==> config.mk <==
export PLATFORM = sky130hd
export DESIGN_NAME = ccs_clock_select
export DESIGN_NICKNAME = d
export VERILOG_FILES = /design/src/ccs_pkg.sv /design/src/ccs_clock_select.sv
export SDC_FILE = /design/constraint.sdc
export NUM_CORES = 1
export LEC_CHECK = 0
export ABC_AREA = 1
export BUFFER_PORTS_ARGS = -buffer_cell sky130_fd_sc_hd__buf_4
export CAP_MARGIN = 10
export CORE_ASPECT_RATIO = 0.8
export CORE_MARGIN = 3
export CORE_UTILIZATION = 54
export DETAILED_ROUTE_END_ITERATION = 7
export GPL_TIMING_DRIVEN = 0
export PLACE_DENSITY = 0.83
export SYNTH_ARGS = -nofsm -noshare
export SYNTH_HDL_FRONTEND = slang
export SYNTH_SLANG_ARGS = --single-unit
==> constraint.sdc <==
create_clock -name hclk -period 2.45 [get_ports hclk]
set_clock_uncertainty 0.05 [all_clocks]
set_input_delay 0.1225 -clock hclk [delete_from_list [all_inputs] [get_ports hclk]]
set_output_delay 0.1225 -clock hclk [all_outputs]
set_load 0.01 [all_outputs]
==> src/ccs_pkg.sv <==
`default_nettype none
package ccs_pkg;
	// Register indexes; the byte address is four times the index.
	localparam logic [29:0] IDX_REQ = 30'h0000_0ED3;
	localparam logic [29:0] IDX_ACT = 30'h0000_0ED4;
	localparam logic [29:0] IDX_CTRL = 30'h0000_0ED5;
	localparam logic [29:0] IDX_RDY = 30'h0000_0ED6;
	localparam logic [29:0] IDX_OSC_MANUAL_ENABLE = 30'h0000_0ED7;
	localparam logic [29:0] IDX_TUNE = 30'h0000_0ED8;
	localparam logic [29:0] IDX_FRQ = 30'h0000_0ED9;
	localparam logic [29:0] IDX_STS = 30'h0000_0EDA;
	localparam logic [29:0] IDX_MSK = 30'h0000_0EDB;
	localparam logic [2:0] SRC_EXT = 3'h7;
	localparam logic [2:0] SRC_FAST = 3'h6;
	localparam logic [2:0] SRC_SLOW = 3'h5;
	localparam logic [2:0] SRC_SEC = 3'h4;
	localparam logic [2:0] SRC_PLL = 3'h2;
	localparam logic [2:0] CFG_FAST64 = 3'h0;
	localparam logic [3:0] DIV_ONE = 4'h0;
	localparam logic [3:0] DIV_FOUR = 4'h2;
	localparam logic [3:0] DIV_MAX = 4'h9;
	localparam logic [3:0] FRQ_64MHZ = 4'h8;
	localparam logic [3:0] FRQ_4MHZ = 4'h2;
	localparam int RDY_EXT = 7;
	localparam int RDY_FAST = 6;
	localparam int RDY_SLOW = 4;
	localparam int RDY_SEC = 3;
	localparam int RDY_PLL = 0;
	localparam logic [7:0] OSC_MANUAL_ENABLE_MASK = 8'hFC;
	localparam logic [7:0] RDY_MASK = 8'hFD;
	localparam int TUNE_W = 6;
	localparam int FRQ_W = 4;
	localparam int IRQ_W = 2;
	localparam int IRQ_SWITCH = 0;
	localparam int IRQ_REJECT = 1;
	localparam logic [9:0] RATIO_ONE = 10'h001;
	typedef struct packed {
		logic rsv;
		logic [2:0] src;
		logic [3:0] div;
	} ccs_clk_sel_t;
	typedef struct packed {
		logic hold;
		logic spwr;
		logic rsv5;
		logic done;
		logic nrdy;
		logic [2:0] rsv;
	} ccs_ctrl_t;
	typedef enum logic [1:0] {ST_INIT, ST_IDLE, ST_WAIT, ST_READY} ccs_fsm_t;
	typedef struct packed {
		ccs_fsm_t fsm;
		logic [1:0] init_cnt;
		logic [2:0] cfg_s1;
		logic [2:0] cfg_s2;
		logic allow_s1;
		logic allow_s2;
		logic [7:0] rdy_s1;
		logic [7:0] rdy_s2;
		ccs_clk_sel_t req;
		ccs_clk_sel_t act;
		logic hold;
		logic spwr;
		logic nrdy;
		logic done;
		logic [7:0] osc_en;
		logic [TUNE_W-1:0] tune;
		logic [FRQ_W-1:0] frq;
		logic [IRQ_W-1:0] sts;
		logic [IRQ_W-1:0] msk;
		logic irq;
		logic [9:0] ratio;
		logic wr_pend;
		logic rd_pend;
		logic [29:0] addr;
		logic [31:0] rdata;
		logic ready;
	} ccs_state_t;
	localparam ccs_state_t STATE_RST = '{fsm: ST_INIT, spwr: 1'b1, ready: 1'b1,
		ratio: RATIO_ONE, default: '0};
endpackage
`default_nettype wire

==> src/ccs_clock_select.sv <==
// Behaviour
// [RULE_01] Request register holds source in bits 6:4.
// [RULE_02] Decode five sources; three codes reserved.
// [RULE_03] Request register holds divider in bits 3:0.
// [RULE_04] Divide by two to the divider code.
// [RULE_05] Reserved source write leaves source field unchanged.
// [RULE_06] Switch disallowed: request register stays read-only.
// [RULE_07] Reset source config sets request reset values.
// [RULE_08] Fast oscillator preset 64 or 4 MHz.
// [RULE_09] Status register reports active source bits 6:4.
// [RULE_10] Status register reports active divider bits 3:0.
// [RULE_11] Active fields start equal to request fields.
// [RULE_12] Oscillator registers sit at indexes 0xED3 to 0xED9.
// [RULE_13] Keep present clock until requested clock ready.
// [RULE_14] Hold bit suspends switch; abandon by copying back.
// [RULE_15] Switch updates active fields, done flag, ready flag.
// [RULE_16] Active fields read-only; bit seven reads zero.
`timescale 1ns/10ps
`default_nettype none
module ccs_clock_select #(
	parameter int unsigned INIT_WAIT = 2
) (
	input wire logic hclk,
	input wire logic hresetn,
	input wire logic hsel,
	input wire logic [31:0] haddr,
	input wire logic [1:0] htrans,
	input wire logic hwrite,
	input wire logic [2:0] hsize,
	input wire logic [31:0] hwdata,
	input wire logic hready,
	output logic [31:0] hrdata,
	output logic hreadyout,
	output logic hresp,
	input wire logic [2:0] reset_source_cfg,
	input wire logic switch_allow_cfg,
	input wire logic [7:0] osc_ready,
	output ccs_pkg::ccs_clk_sel_t sys_clk_sel,
	output logic [9:0] postscale_ratio,
	output logic [7:0] osc_manual_enable,
	output logic [ccs_pkg::TUNE_W-1:0] fast_osc_tune,
	output logic [ccs_pkg::FRQ_W-1:0] fast_osc_freq_field,
	output logic secondary_osc_high_power,
	output logic irq
);

	localparam logic [1:0] INIT_W = 2'(INIT_WAIT);

	// The synchroniser needs two edges before the straps can be trusted.
	if (INIT_WAIT < 2 || INIT_WAIT > 3) begin : g_bad_wait
		$error("INIT_WAIT must be 2 or 3");
	end

	ccs_pkg::ccs_state_t s_q;
	ccs_pkg::ccs_state_t s_d;

	function automatic logic src_valid(input logic [2:0] src);
		src_valid = (src == ccs_pkg::SRC_EXT) || (src == ccs_pkg::SRC_FAST) ||
			(src == ccs_pkg::SRC_SLOW) || (src == ccs_pkg::SRC_SEC) ||
			(src == ccs_pkg::SRC_PLL); // [RULE_02]
	endfunction

	// A source already driving the system is ready at once, which makes a
	// divider-only change complete without waiting on any oscillator.
	function automatic logic src_ready(input logic [2:0] src, input logic [2:0] cur,
		input logic [7:0] rdy);
		if (src == cur) begin
			src_ready = 1'b1;
		end else if (src == ccs_pkg::SRC_EXT) begin
			src_ready = rdy[ccs_pkg::RDY_EXT];
		end else if (src == ccs_pkg::SRC_FAST) begin
			src_ready = rdy[ccs_pkg::RDY_FAST];
		end else if (src == ccs_pkg::SRC_SLOW) begin
			src_ready = rdy[ccs_pkg::RDY_SLOW];
		end else if (src == ccs_pkg::SRC_SEC) begin
			src_ready = rdy[ccs_pkg::RDY_SEC];
		end else if (src == ccs_pkg::SRC_PLL) begin
			src_ready = rdy[ccs_pkg::RDY_PLL];
		end else begin
			src_ready = 1'b0;
		end
	endfunction

	function automatic ccs_pkg::ccs_clk_sel_t reset_sel(input logic [2:0] cfg);
		reset_sel = '0;
		reset_sel.div = ccs_pkg::DIV_ONE;
		if (cfg == ccs_pkg::CFG_FAST64) begin
			reset_sel.src = ccs_pkg::SRC_FAST; // [RULE_07]
		end else if (cfg == ccs_pkg::SRC_FAST) begin
			reset_sel.src = ccs_pkg::SRC_FAST;
			reset_sel.div = ccs_pkg::DIV_FOUR; // [RULE_07]
		end else if (src_valid(cfg)) begin
			reset_sel.src = cfg; // [RULE_07]
		end else begin
			// Reserved strap codes fall back to the fast oscillator.
			reset_sel.src = ccs_pkg::SRC_FAST;
		end
	endfunction

	function automatic logic [9:0] ratio_of(input logic [3:0] div);
		ratio_of = ccs_pkg::RATIO_ONE << div; // [RULE_04]
	endfunction

	function automatic logic [7:0] rd_byte(input ccs_pkg::ccs_state_t st,
		input logic [29:0] a);
		ccs_pkg::ccs_ctrl_t c;
		c = '0;
		c.hold = st.hold;
		c.spwr = st.spwr;
		c.done = st.done;
		c.nrdy = st.nrdy;
		rd_byte = 8'h00;
		if (a == ccs_pkg::IDX_REQ) begin // [RULE_12]
			rd_byte = {1'b0, st.req.src, st.req.div}; // [RULE_16]
		end else if (a == ccs_pkg::IDX_ACT) begin
			rd_byte = {1'b0, st.act.src, st.act.div}; // [RULE_09] [RULE_10]
		end else if (a == ccs_pkg::IDX_CTRL) begin
			rd_byte = c;
		end else if (a == ccs_pkg::IDX_RDY) begin
			rd_byte = st.rdy_s2 & ccs_pkg::RDY_MASK;
		end else if (a == ccs_pkg::IDX_OSC_MANUAL_ENABLE) begin
			rd_byte = st.osc_en;
		end else if (a == ccs_pkg::IDX_TUNE) begin
			rd_byte = 8'(st.tune);
		end else if (a == ccs_pkg::IDX_FRQ) begin
			rd_byte = 8'(st.frq);
		end else if (a == ccs_pkg::IDX_STS) begin
			rd_byte = 8'(st.sts);
		end else if (a == ccs_pkg::IDX_MSK) begin
			rd_byte = 8'(st.msk);
		end
	endfunction

	always_comb begin
		logic take;
		logic ev_sw;
		logic ev_rej;
		logic [7:0] wb;
		ccs_pkg::ccs_clk_sel_t wsel;
		ccs_pkg::ccs_ctrl_t wc;
		logic [ccs_pkg::IRQ_W-1:0] clr;
		logic [ccs_pkg::IRQ_W-1:0] ev;
		take = 1'b0;
		ev_sw = 1'b0;
		ev_rej = 1'b0;
		wb = hwdata[7:0];
		wsel = wb;
		wc = wb;
		clr = '0;
		ev = '0;
		s_d = s_q;
		s_d.cfg_s1 = reset_source_cfg;
		s_d.cfg_s2 = s_q.cfg_s1;
		s_d.allow_s1 = switch_allow_cfg;
		s_d.allow_s2 = s_q.allow_s1;
		s_d.rdy_s1 = osc_ready;
		s_d.rdy_s2 = s_q.rdy_s1;

		// Bus address phase. Reads take one wait state so that a write in the
		// preceding data phase is already visible to them.
		take = hsel && htrans[1] && hready;
		s_d.wr_pend = take && hwrite;
		s_d.rd_pend = take && !hwrite;
		s_d.ready = !(take && !hwrite);
		if (take) begin
			s_d.addr = haddr[31:2];
		end
		if (s_q.rd_pend) begin
			s_d.rdata = {24'h00_0000, rd_byte(s_q, s_q.addr)};
		end

		case (s_q.fsm)
			ccs_pkg::ST_INIT: begin
				if (s_q.init_cnt != INIT_W) begin
					s_d.init_cnt = s_q.init_cnt + 2'h1;
				end else begin
					s_d.req = reset_sel(s_q.cfg_s2); // [RULE_07]
					s_d.act = s_d.req; // [RULE_11]
					s_d.frq = (s_q.cfg_s2 == ccs_pkg::CFG_FAST64) ?
						ccs_pkg::FRQ_64MHZ : ccs_pkg::FRQ_4MHZ; // [RULE_08]
					s_d.fsm = ccs_pkg::ST_IDLE;
				end
			end
			ccs_pkg::ST_IDLE: begin
				if (s_q.req != s_q.act) begin
					s_d.fsm = ccs_pkg::ST_WAIT; // [RULE_13]
				end
			end
			ccs_pkg::ST_WAIT: begin
				if (s_q.req == s_q.act) begin
					s_d.fsm = ccs_pkg::ST_IDLE;
				end else if (src_ready(s_q.req.src, s_q.act.src, s_q.rdy_s2)) begin
					s_d.nrdy = 1'b1;
					ev_sw = 1'b1;
					s_d.fsm = ccs_pkg::ST_READY;
				end
			end
			ccs_pkg::ST_READY: begin
				if (s_q.req == s_q.act) begin
					s_d.nrdy = 1'b0; // [RULE_14]
					s_d.fsm = ccs_pkg::ST_IDLE;
				end else if (!src_ready(s_q.req.src, s_q.act.src, s_q.rdy_s2)) begin
					// The request moved to an oscillator that is not up yet.
					s_d.nrdy = 1'b0;
					s_d.fsm = ccs_pkg::ST_WAIT;
				end else if (!s_q.hold) begin
					s_d.act = s_q.req; // [RULE_15]
					s_d.nrdy = 1'b0; // [RULE_15]
					s_d.fsm = ccs_pkg::ST_IDLE;
				end
			end
			default: begin
				s_d.fsm = ccs_pkg::ST_IDLE;
			end
		endcase

		// Data phase of a write. The active register has no write path.
		if (s_q.wr_pend && s_q.fsm != ccs_pkg::ST_INIT) begin
			if (s_q.addr == ccs_pkg::IDX_REQ) begin
				if (s_q.allow_s2) begin // [RULE_06]
					if (!src_valid(wsel.src)) begin
						// A reserved source drops the whole write, divider too.
						ev_rej = 1'b1; // [RULE_05]
					end else begin
						s_d.req.src = wsel.src; // [RULE_01]
						if (wsel.div <= ccs_pkg::DIV_MAX) begin
							s_d.req.div = wsel.div; // [RULE_03]
						end else begin
							ev_rej = 1'b1; // [RULE_04]
						end
					end
				end
			end else if (s_q.addr == ccs_pkg::IDX_CTRL) begin
				s_d.hold = wc.hold; // [RULE_14]
				s_d.spwr = wc.spwr;
			end else if (s_q.addr == ccs_pkg::IDX_OSC_MANUAL_ENABLE) begin
				s_d.osc_en = wb & ccs_pkg::OSC_MANUAL_ENABLE_MASK;
			end else if (s_q.addr == ccs_pkg::IDX_TUNE) begin
				s_d.tune = wb[ccs_pkg::TUNE_W-1:0];
			end else if (s_q.addr == ccs_pkg::IDX_FRQ) begin
				s_d.frq = wb[ccs_pkg::FRQ_W-1:0];
			end else if (s_q.addr == ccs_pkg::IDX_STS) begin
				clr = wb[ccs_pkg::IRQ_W-1:0];
			end else if (s_q.addr == ccs_pkg::IDX_MSK) begin
				s_d.msk = wb[ccs_pkg::IRQ_W-1:0];
			end
		end

		// A new event in the same cycle as its clear keeps the bit set.
		ev[ccs_pkg::IRQ_SWITCH] = ev_sw;
		ev[ccs_pkg::IRQ_REJECT] = ev_rej;
		s_d.sts = (s_q.sts & ~clr) | ev;
		s_d.irq = |(s_d.sts & s_d.msk);
		s_d.done = (s_d.req == s_d.act) && (s_d.fsm != ccs_pkg::ST_INIT); // [RULE_15]
		s_d.ratio = ratio_of(s_d.act.div);
	end

	always_ff @(posedge hclk or negedge hresetn) begin
		if (!hresetn) begin
			s_q <= ccs_pkg::STATE_RST;
		end else begin
			s_q <= s_d;
		end
	end

	assign hrdata = s_q.rdata;
	assign hreadyout = s_q.ready;
	assign hresp = 1'b0;
	assign sys_clk_sel = s_q.act;
	assign postscale_ratio = s_q.ratio;
	assign osc_manual_enable = s_q.osc_en;
	assign fast_osc_tune = s_q.tune;
	assign fast_osc_freq_field = s_q.frq;
	assign secondary_osc_high_power = s_q.spwr;
	assign irq = s_q.irq;
endmodule
`default_nettype wire

==> summary.txt, run 1 <==
Status - completed
Die area - 13500 µm²
Final worst slack - 0.141 ns
Gr ovfl total - 0
Die Height - 104 µm
RSZ-0062 raised after global routing - false
Clock latency on the worst-skew pair - 0.41 ns
WP data arrival - 2.58 ns
Layout cells sized above 1 - 0.294
Area delta synth->final - 34.3%
DRT antenna net count - 0
Post-synthesis sequential area ratio - 0.452
Core Region - 11600 µm²
GRT Total Usage - 0.279
Via count - 6077
Post-synth EDFFs - 0
WHS - 0.0363 ns
GP Congestion - 0.998
Top cells by instance count after synthesis - nand2_1 (189), dfrtp_1 (115), inv_1 (94), nor2_1 (78), buf_4 (69)
Worst setup EP type - flop
Largest net degree at the start of global routing - 61
Nets - 1083
Mapped Area - 6540 µm²
Detailed Place HPWL - 12.6 mm
Vias per cell - 5.27
Port buffer count - 99
Top cells by area, synth - dfrtp_1 (44%), nand2_1 (11%), buf_4 (7.9%)
Pwr Total - 7740 µW
Max IR drop VDD - 0.000786 V
Count leader, synth - nand2_1
TritonRoute pass-1 iters - 6
Post-CTS Setup Inserts - 0
Die W - 129 µm
Least-Margin Pin Slew - 0.560 ns
Synthesized flop and latch total - 118
Initial antenna violation count - 0
Leading area contributor after synthesis - dfrtp_1
Final Hold Viols - 0
Initial Util - 0.561
Final Critical Period - 2.31 ns
Synth unique cells - 45
Clock Path Buffers - 2
Setup TNS - 0 ns
1st-iter DRT viols - 700
Drc violations - 0
WP data required - 2.72 ns
IO Pins - 158
Ys async rst share - 1.00
Max-Cap Viols - 0
Ant diodes - 0
Total clock buffers created by CTS - 17
Leakage - 0.00460 µW
Startpoint type of the worst setup path - flop
Path category of the worst min-delay check - in -> reg
FMAX - 433 MHz
Synth Area per Inst - 8.15 µm²
Met2 usage - 0.434
WL/cell - 15.9 µm
Share of the synthesized area in the top cell type - 0.440
Crit Path Class - reg -> reg
Rel. slew slack - 0.626
Global-route met1 utilization - 0.369
Vias in the first global route - 5876
Max Fanout on Critical Path - 10
Tcrit/Tclk final - 0.942
CTS Sinks - 118
Setup slack after placement - -0.216 ns
Synth Warn # - 0
Detailed Route WL - 18.3 mm
CTS tree - built
First-pass GRT wire length - 29.0 mm
Met3 Use GR - 0.0852
Final Max Tran Viols - 0
Pwr Density - 882 nW/µm²
Worst-path clk slew - 0.06 ns
Row count - 35
Instance count of the mapped netlist - 802
Most used DFF post-synth - dfrtp_1
H-tree lvl count - 4
Root Buffer - clkbuf_16
Final setup violation count - 0
Post-Route Utilization - 0.754
GR peak layer - met2
==> kinds of logic (layout without fill, tap and decap cells) <==
group	after synthesis	in the layout	synth area share
adders and majority gates	5	5	0.00957
and+or+nand+nor	374	374	0.264
other	1	27	0.000574
buffers and inverters	191	368	0.154
DFF	118	118	0.452
AOI/OAI and AO/OA	88	88	0.0766
muxes	24	24	0.0414
xor gates and xnor gates	1	1	0.00134
==> report_power, final <==
part | switching (µW) | total (µW) | internal (µW)
Clock | 912 | 2770 | 1860
Combinational | 1520 | 2520 | 1000
Sequential | 239 | 2450 | 2210
==> routing by layer <==
layer / part of all wire / routed length [µm]
met5: 0 / 0
met1: 0.40 / 7380
met4: 0.022 / 402
met3: 0.11 / 2020
met2: 0.46 / 8500
==> what timing repair did <==
action	4_1_cts	5_1_grt
endpoints found under the setup margin	11	6
endpoints found under the hold margin	105	0
gates resized for setup	6	21
hold buffers	46	0
==> worst paths after layout <==
kind	startpoint	to	slack [ns]	depth (start not counted)
max reg2reg	s_q[60]	s_q[98]	0.14	13
max	s_q[60]	s_q[98]	0.14	13
min	hwdata[3]	osc_manual_enable[3]	0.04	3
min reg2reg	s_d[136]	s_q[136]	0.30	0
max in group asynchronous	hresetn	hreadyout	1.38	3
min in group asynchronous	hresetn	sys_clk_sel[1]	0.25	2
==> registers in the layout, summed over array words and instances (netlist names) <==
name                      count
fast_osc_freq_field           4
fast_osc_tune                 6
hrdata                        8
hreadyout                     1
irq                           1
osc_manual_enable             6
postscale_ratio              10
s_d                          11
s_q                          62
secondary_osc_high_power      1
sys_clk_sel                   8
==> metrics by stage <==
step / cells / area, µm²
global route: 1153 / 8780
detailed placement: 1076 / 7590
global placement: 1075 / 7560
CTS: 1154 / 8720
finish: 1153 / 8780
floorplan: 828 / 6630
==> worst max-delay path: stages (launching register included) <==
cell	delay (ns)
dfrtp_1	0.37
nor2_1	0.12
nand2_1	0.10
nor2_1	0.22
nand3_1	0.17
nor2_4	0.27
nand3_1	0.12
nand2_1	0.14
inv_2	0.05
nand3_1	0.08
nand2_1	0.06
nor2_1	0.18
nand3_1	0.12
nor2_1	0.16
==> area by class of cell <==
type	instances	area [µm²]
clock inverter	12	199
fill	801	2870
multi-input combinational	519	2730
sequential	118	2960
inverter	110	422
buffer	80	587
tap	148	185
clock buffer	20	457
timing repair buffer	146	1230
==> placed cells by master (no fill, tap or decap), drive strengths merged, types with 3 or more instances in the layout <==
master | Yosys | layout
nand4 | 25 | 25
a211oi | 3 | 3
mux2 | 24 | 24
conb | 1 | 27
dlygate4sd3 | 0 | 46
clkinv | 4 | 7
dfstp | 3 | 3
o211ai | 5 | 5
nor2 | 89 | 89
a31oi | 3 | 3
o31ai | 3 | 3
bufinv | 0 | 5
ha | 5 | 5
o21ai | 37 | 37
nand2 | 200 | 200
nand3 | 42 | 42
dfrtp | 115 | 115
nor3 | 14 | 14
inv | 106 | 109
a21oi | 26 | 26
buf | 73 | 173
clkbuf | 8 | 27
o22ai | 4 | 4
(Power assumes the default switching activity.)
==> run 2, diff against run 1 <==
--- a/config.mk
+++ b/config.mk
@@ -10,10 +10,10 @@
 export CAP_MARGIN = 10
 export CORE_ASPECT_RATIO = 0.8
 export CORE_MARGIN = 3
-export CORE_UTILIZATION = 54
+export CORE_UTILIZATION = 58
 export DETAILED_ROUTE_END_ITERATION = 7
 export GPL_TIMING_DRIVEN = 0
-export PLACE_DENSITY = 0.83
+export PLACE_DENSITY = 0.89
 export SYNTH_ARGS = -nofsm -noshare
 export SYNTH_HDL_FRONTEND = slang
 export SYNTH_SLANG_ARGS = --single-unit
==> constraint.sdc (replaced) <==
create_clock -name hclk -period 2.8 [get_ports hclk]
set_clock_uncertainty 0.05 [all_clocks]
set_input_delay 0.14 -clock hclk [delete_from_list [all_inputs] [get_ports hclk]]
set_output_delay 0.14 -clock hclk [all_outputs]
set_load 0.01 [all_outputs]
==> run 2 against run 1 <==
Against the previous run:
- critical path depth stayed put
- sequential share of layout area increased by 0.26 points
- register-to-register slack improved by 0.06 ns
- sequential power is 12% lower
- via count is 1.6% higher
- combinational power is 13% lower
- utilization rose by 4.2 points
- critical endpoint unchanged
- highest routed layer unchanged
==> summary.txt, run 2 (synthesis gave the netlist of run 1 again) <==
Worst R2R Start - s_q[144]
Area delta synth->final - 33.1%
Leakage - 0.00457 µW (-0.61%)
Die Height - 101 µm (-3.3%)
CTS tree - built
Max reg flops - 62 (unchanged)
WP data required - 3.08 ns (+0.36 ns)
Total clock buffers created by CTS - 17 (unchanged)
Status - completed
DRT antenna net count - 0 (unchanged)
Max IR drop VDD - 0.000575 V (-27%)
Post-Layout Cell Count - 1152 (-0.087%)
Worst Setup SP - s_q[144]
Commonest non-fill, non-tap cell in the layout - nand2_1
Worst setup EP type - flop
Initial Util - 0.598 (+0.0367)
Path category of the worst min-delay check - in -> reg
Vias in the first global route - 5935 (+1.0%)
Rel. slew slack - 0.550 (-0.0765)
Final Max Tran Viols - 0 (unchanged)
Layout cells sized above 1 - 0.278 (-0.0158)
Nets - 1086 (+0.28%)
Crit-path slowest cell - nor2_1
Worst Path Buf+Inv - 3 (+2)
Clock Path Buffers - 2 (unchanged)
1st-iter DRT viols - 798 (+14%)
Die area - 12600 µm² (-6.5%)
First-pass GRT wire length - 30.5 mm (+5.1%)
Via count - 6172 (+1.6%)
FMAX - 385 MHz (-11%)
Core Region - 10900 µm² (-6.1%)
Die W - 125 µm (-3.3%)
Top delay family on crit path - simple AND/OR/NAND/NOR gates
Final setup violation count - 0 (unchanged)
GRT Total Usage - 0.311 (+0.0319)
Largest reg by FF count - s_q
Detailed Route WL - 19.1 mm (+4.1%)
Root Buffer - clkbuf_16
Crit Path Class - reg -> reg
IO Pins - 158 (unchanged)
Gr ovfl total - 0 (unchanged)
Final Hold Viols - 0 (unchanged)
Most frequent cells in the layout - nand2_1 (188), buf_4 (169), dfrtp_1 (115), inv_1 (94), nor2_1 (78)
Ant diodes - 0 (unchanged)
CTS Sinks - 118 (unchanged)
Startpoint type of the worst setup path - flop
Post-Route Utilization - 0.795 (+0.0419)
Max Fanout on Critical Path - 6 (-4)
RSZ-0062 raised after global routing - false
Placed insts - 1072 (-0.37%)
Cells along the critical path - inv_1 -> ha_1 -> inv_1 -> nand2_1 -> nor2_1 -> nand3_1 -> nand2_1 -> inv_2 -> nand3_1 -> nand2_1 -> nor2_1 -> nand3_1 -> nor2_1
WL/cell - 16.5 µm (+4.2%)
WP data arrival - 2.88 ns (+0.30 ns)
Largest net degree at the start of global routing - 63 (+3.3%)
Final Critical Period - 2.60 ns (+0.287 ns)
Slowest cell delay on critical path - 0.47 ns (+0.10 ns)
Setup slack after placement - 0.136 ns (+0.352 ns)
H-tree lvl count - 4 (unchanged)
Initial antenna violation count - 0 (unchanged)
Final worst slack - 0.204 ns (+0.0630 ns)
Least-Margin Pin Slew - 0.673 ns (+0.112 ns)
Hold Crit Start - hwdata[4]
Drc violations - 0 (unchanged)
Pwr Total - 6650 µW (-14%)
Clock latency on the worst-skew pair - 0.42 ns (about the same)
Max-Cap Viols - 0 (unchanged)
Setup TNS - 0 ns (unchanged)
TritonRoute pass-1 iters - 6 (unchanged)
Vias per cell - 5.36 (+1.7%)
Detailed Place HPWL - 12.8 mm (+1.7%)
Worst-path clk slew - 0.06 ns (about the same)
Fillers - 705 (-12%)
GP Congestion - 0.982 (-1.6%)
Pwr Density - 765 nW/µm² (-13%)
Row count - 34 (-2.9%)
Tcrit/Tclk final - 0.927 (-0.0153)
Port buffer count - 99 (unchanged)
## run 2: worst paths after layout
check | end | slack (ns) | depth (start not counted)
hold / removal | s_q[114] | 0.03 | 3
max in group asynchronous | hreadyout | 1.76 | 3
min in group asynchronous | postscale_ratio[4] | 0.22 | 2
hold reg to reg | s_q[118] | 0.30 | 0
setup / recovery | s_q[98] | 0.20 | 13
setup reg to reg | s_q[98] | 0.20 | 13
## run 2: metal layers
metal	vias to the layer above	share of wire	GRT usage
met1	2847	0.39	0.398
met3	46	0.11	0.0847
met5	-	0	0
met2	409	0.48	0.519
li1	2870	-	-
met4	0	0.023	0.102
## run 2: tightest hold or removal path, cell delays in order
cell and delay, ns:
buf_4 0.09, nand4_1 0.08, nand2_1 0.13
## run 2: power breakdown
part	internal (µW)	switching [µW]	leakage (µW)
Combinational	871	1320	0.00287
Sequential	1930	216	0.00141
Clock	1510	806	0.000289
Total	4310	2340	0.00457
## run 2: metrics by stage
step	instance area [µm²]	hold slack, ns
floorplan	6630	-0.206
global placement	7560	0.200
detailed placement	7590	0.0883
CTS	8670	0.0298
global route	8700	0.0403
finish	8700	0.0310
## run 2: final cells by class
class	count	area (µm²)	share of cell area
Sequential cell	118	2960	0.340
Multi-Input combinational cell	519	2680	0.308
Clock inverter	12	176	0.0203
Inverter	110	418	0.0481
Timing Repair Buffer	148	1250	0.144
Tap cell	144	180	0.0207
Clock buffer	20	447	0.0514
Buffer	81	591	0.0679
## run 2: timing repair
| action | in CTS | in global routing |
|---|---|---|
| setup endpoints to repair | 0 | 9 |
| gates resized for setup | 0 | 3 |
| endpoints found under the hold margin | 103 | 0 |
| hold buffers | 46 | 0 |
| buffers inserted | 0 | 2 |
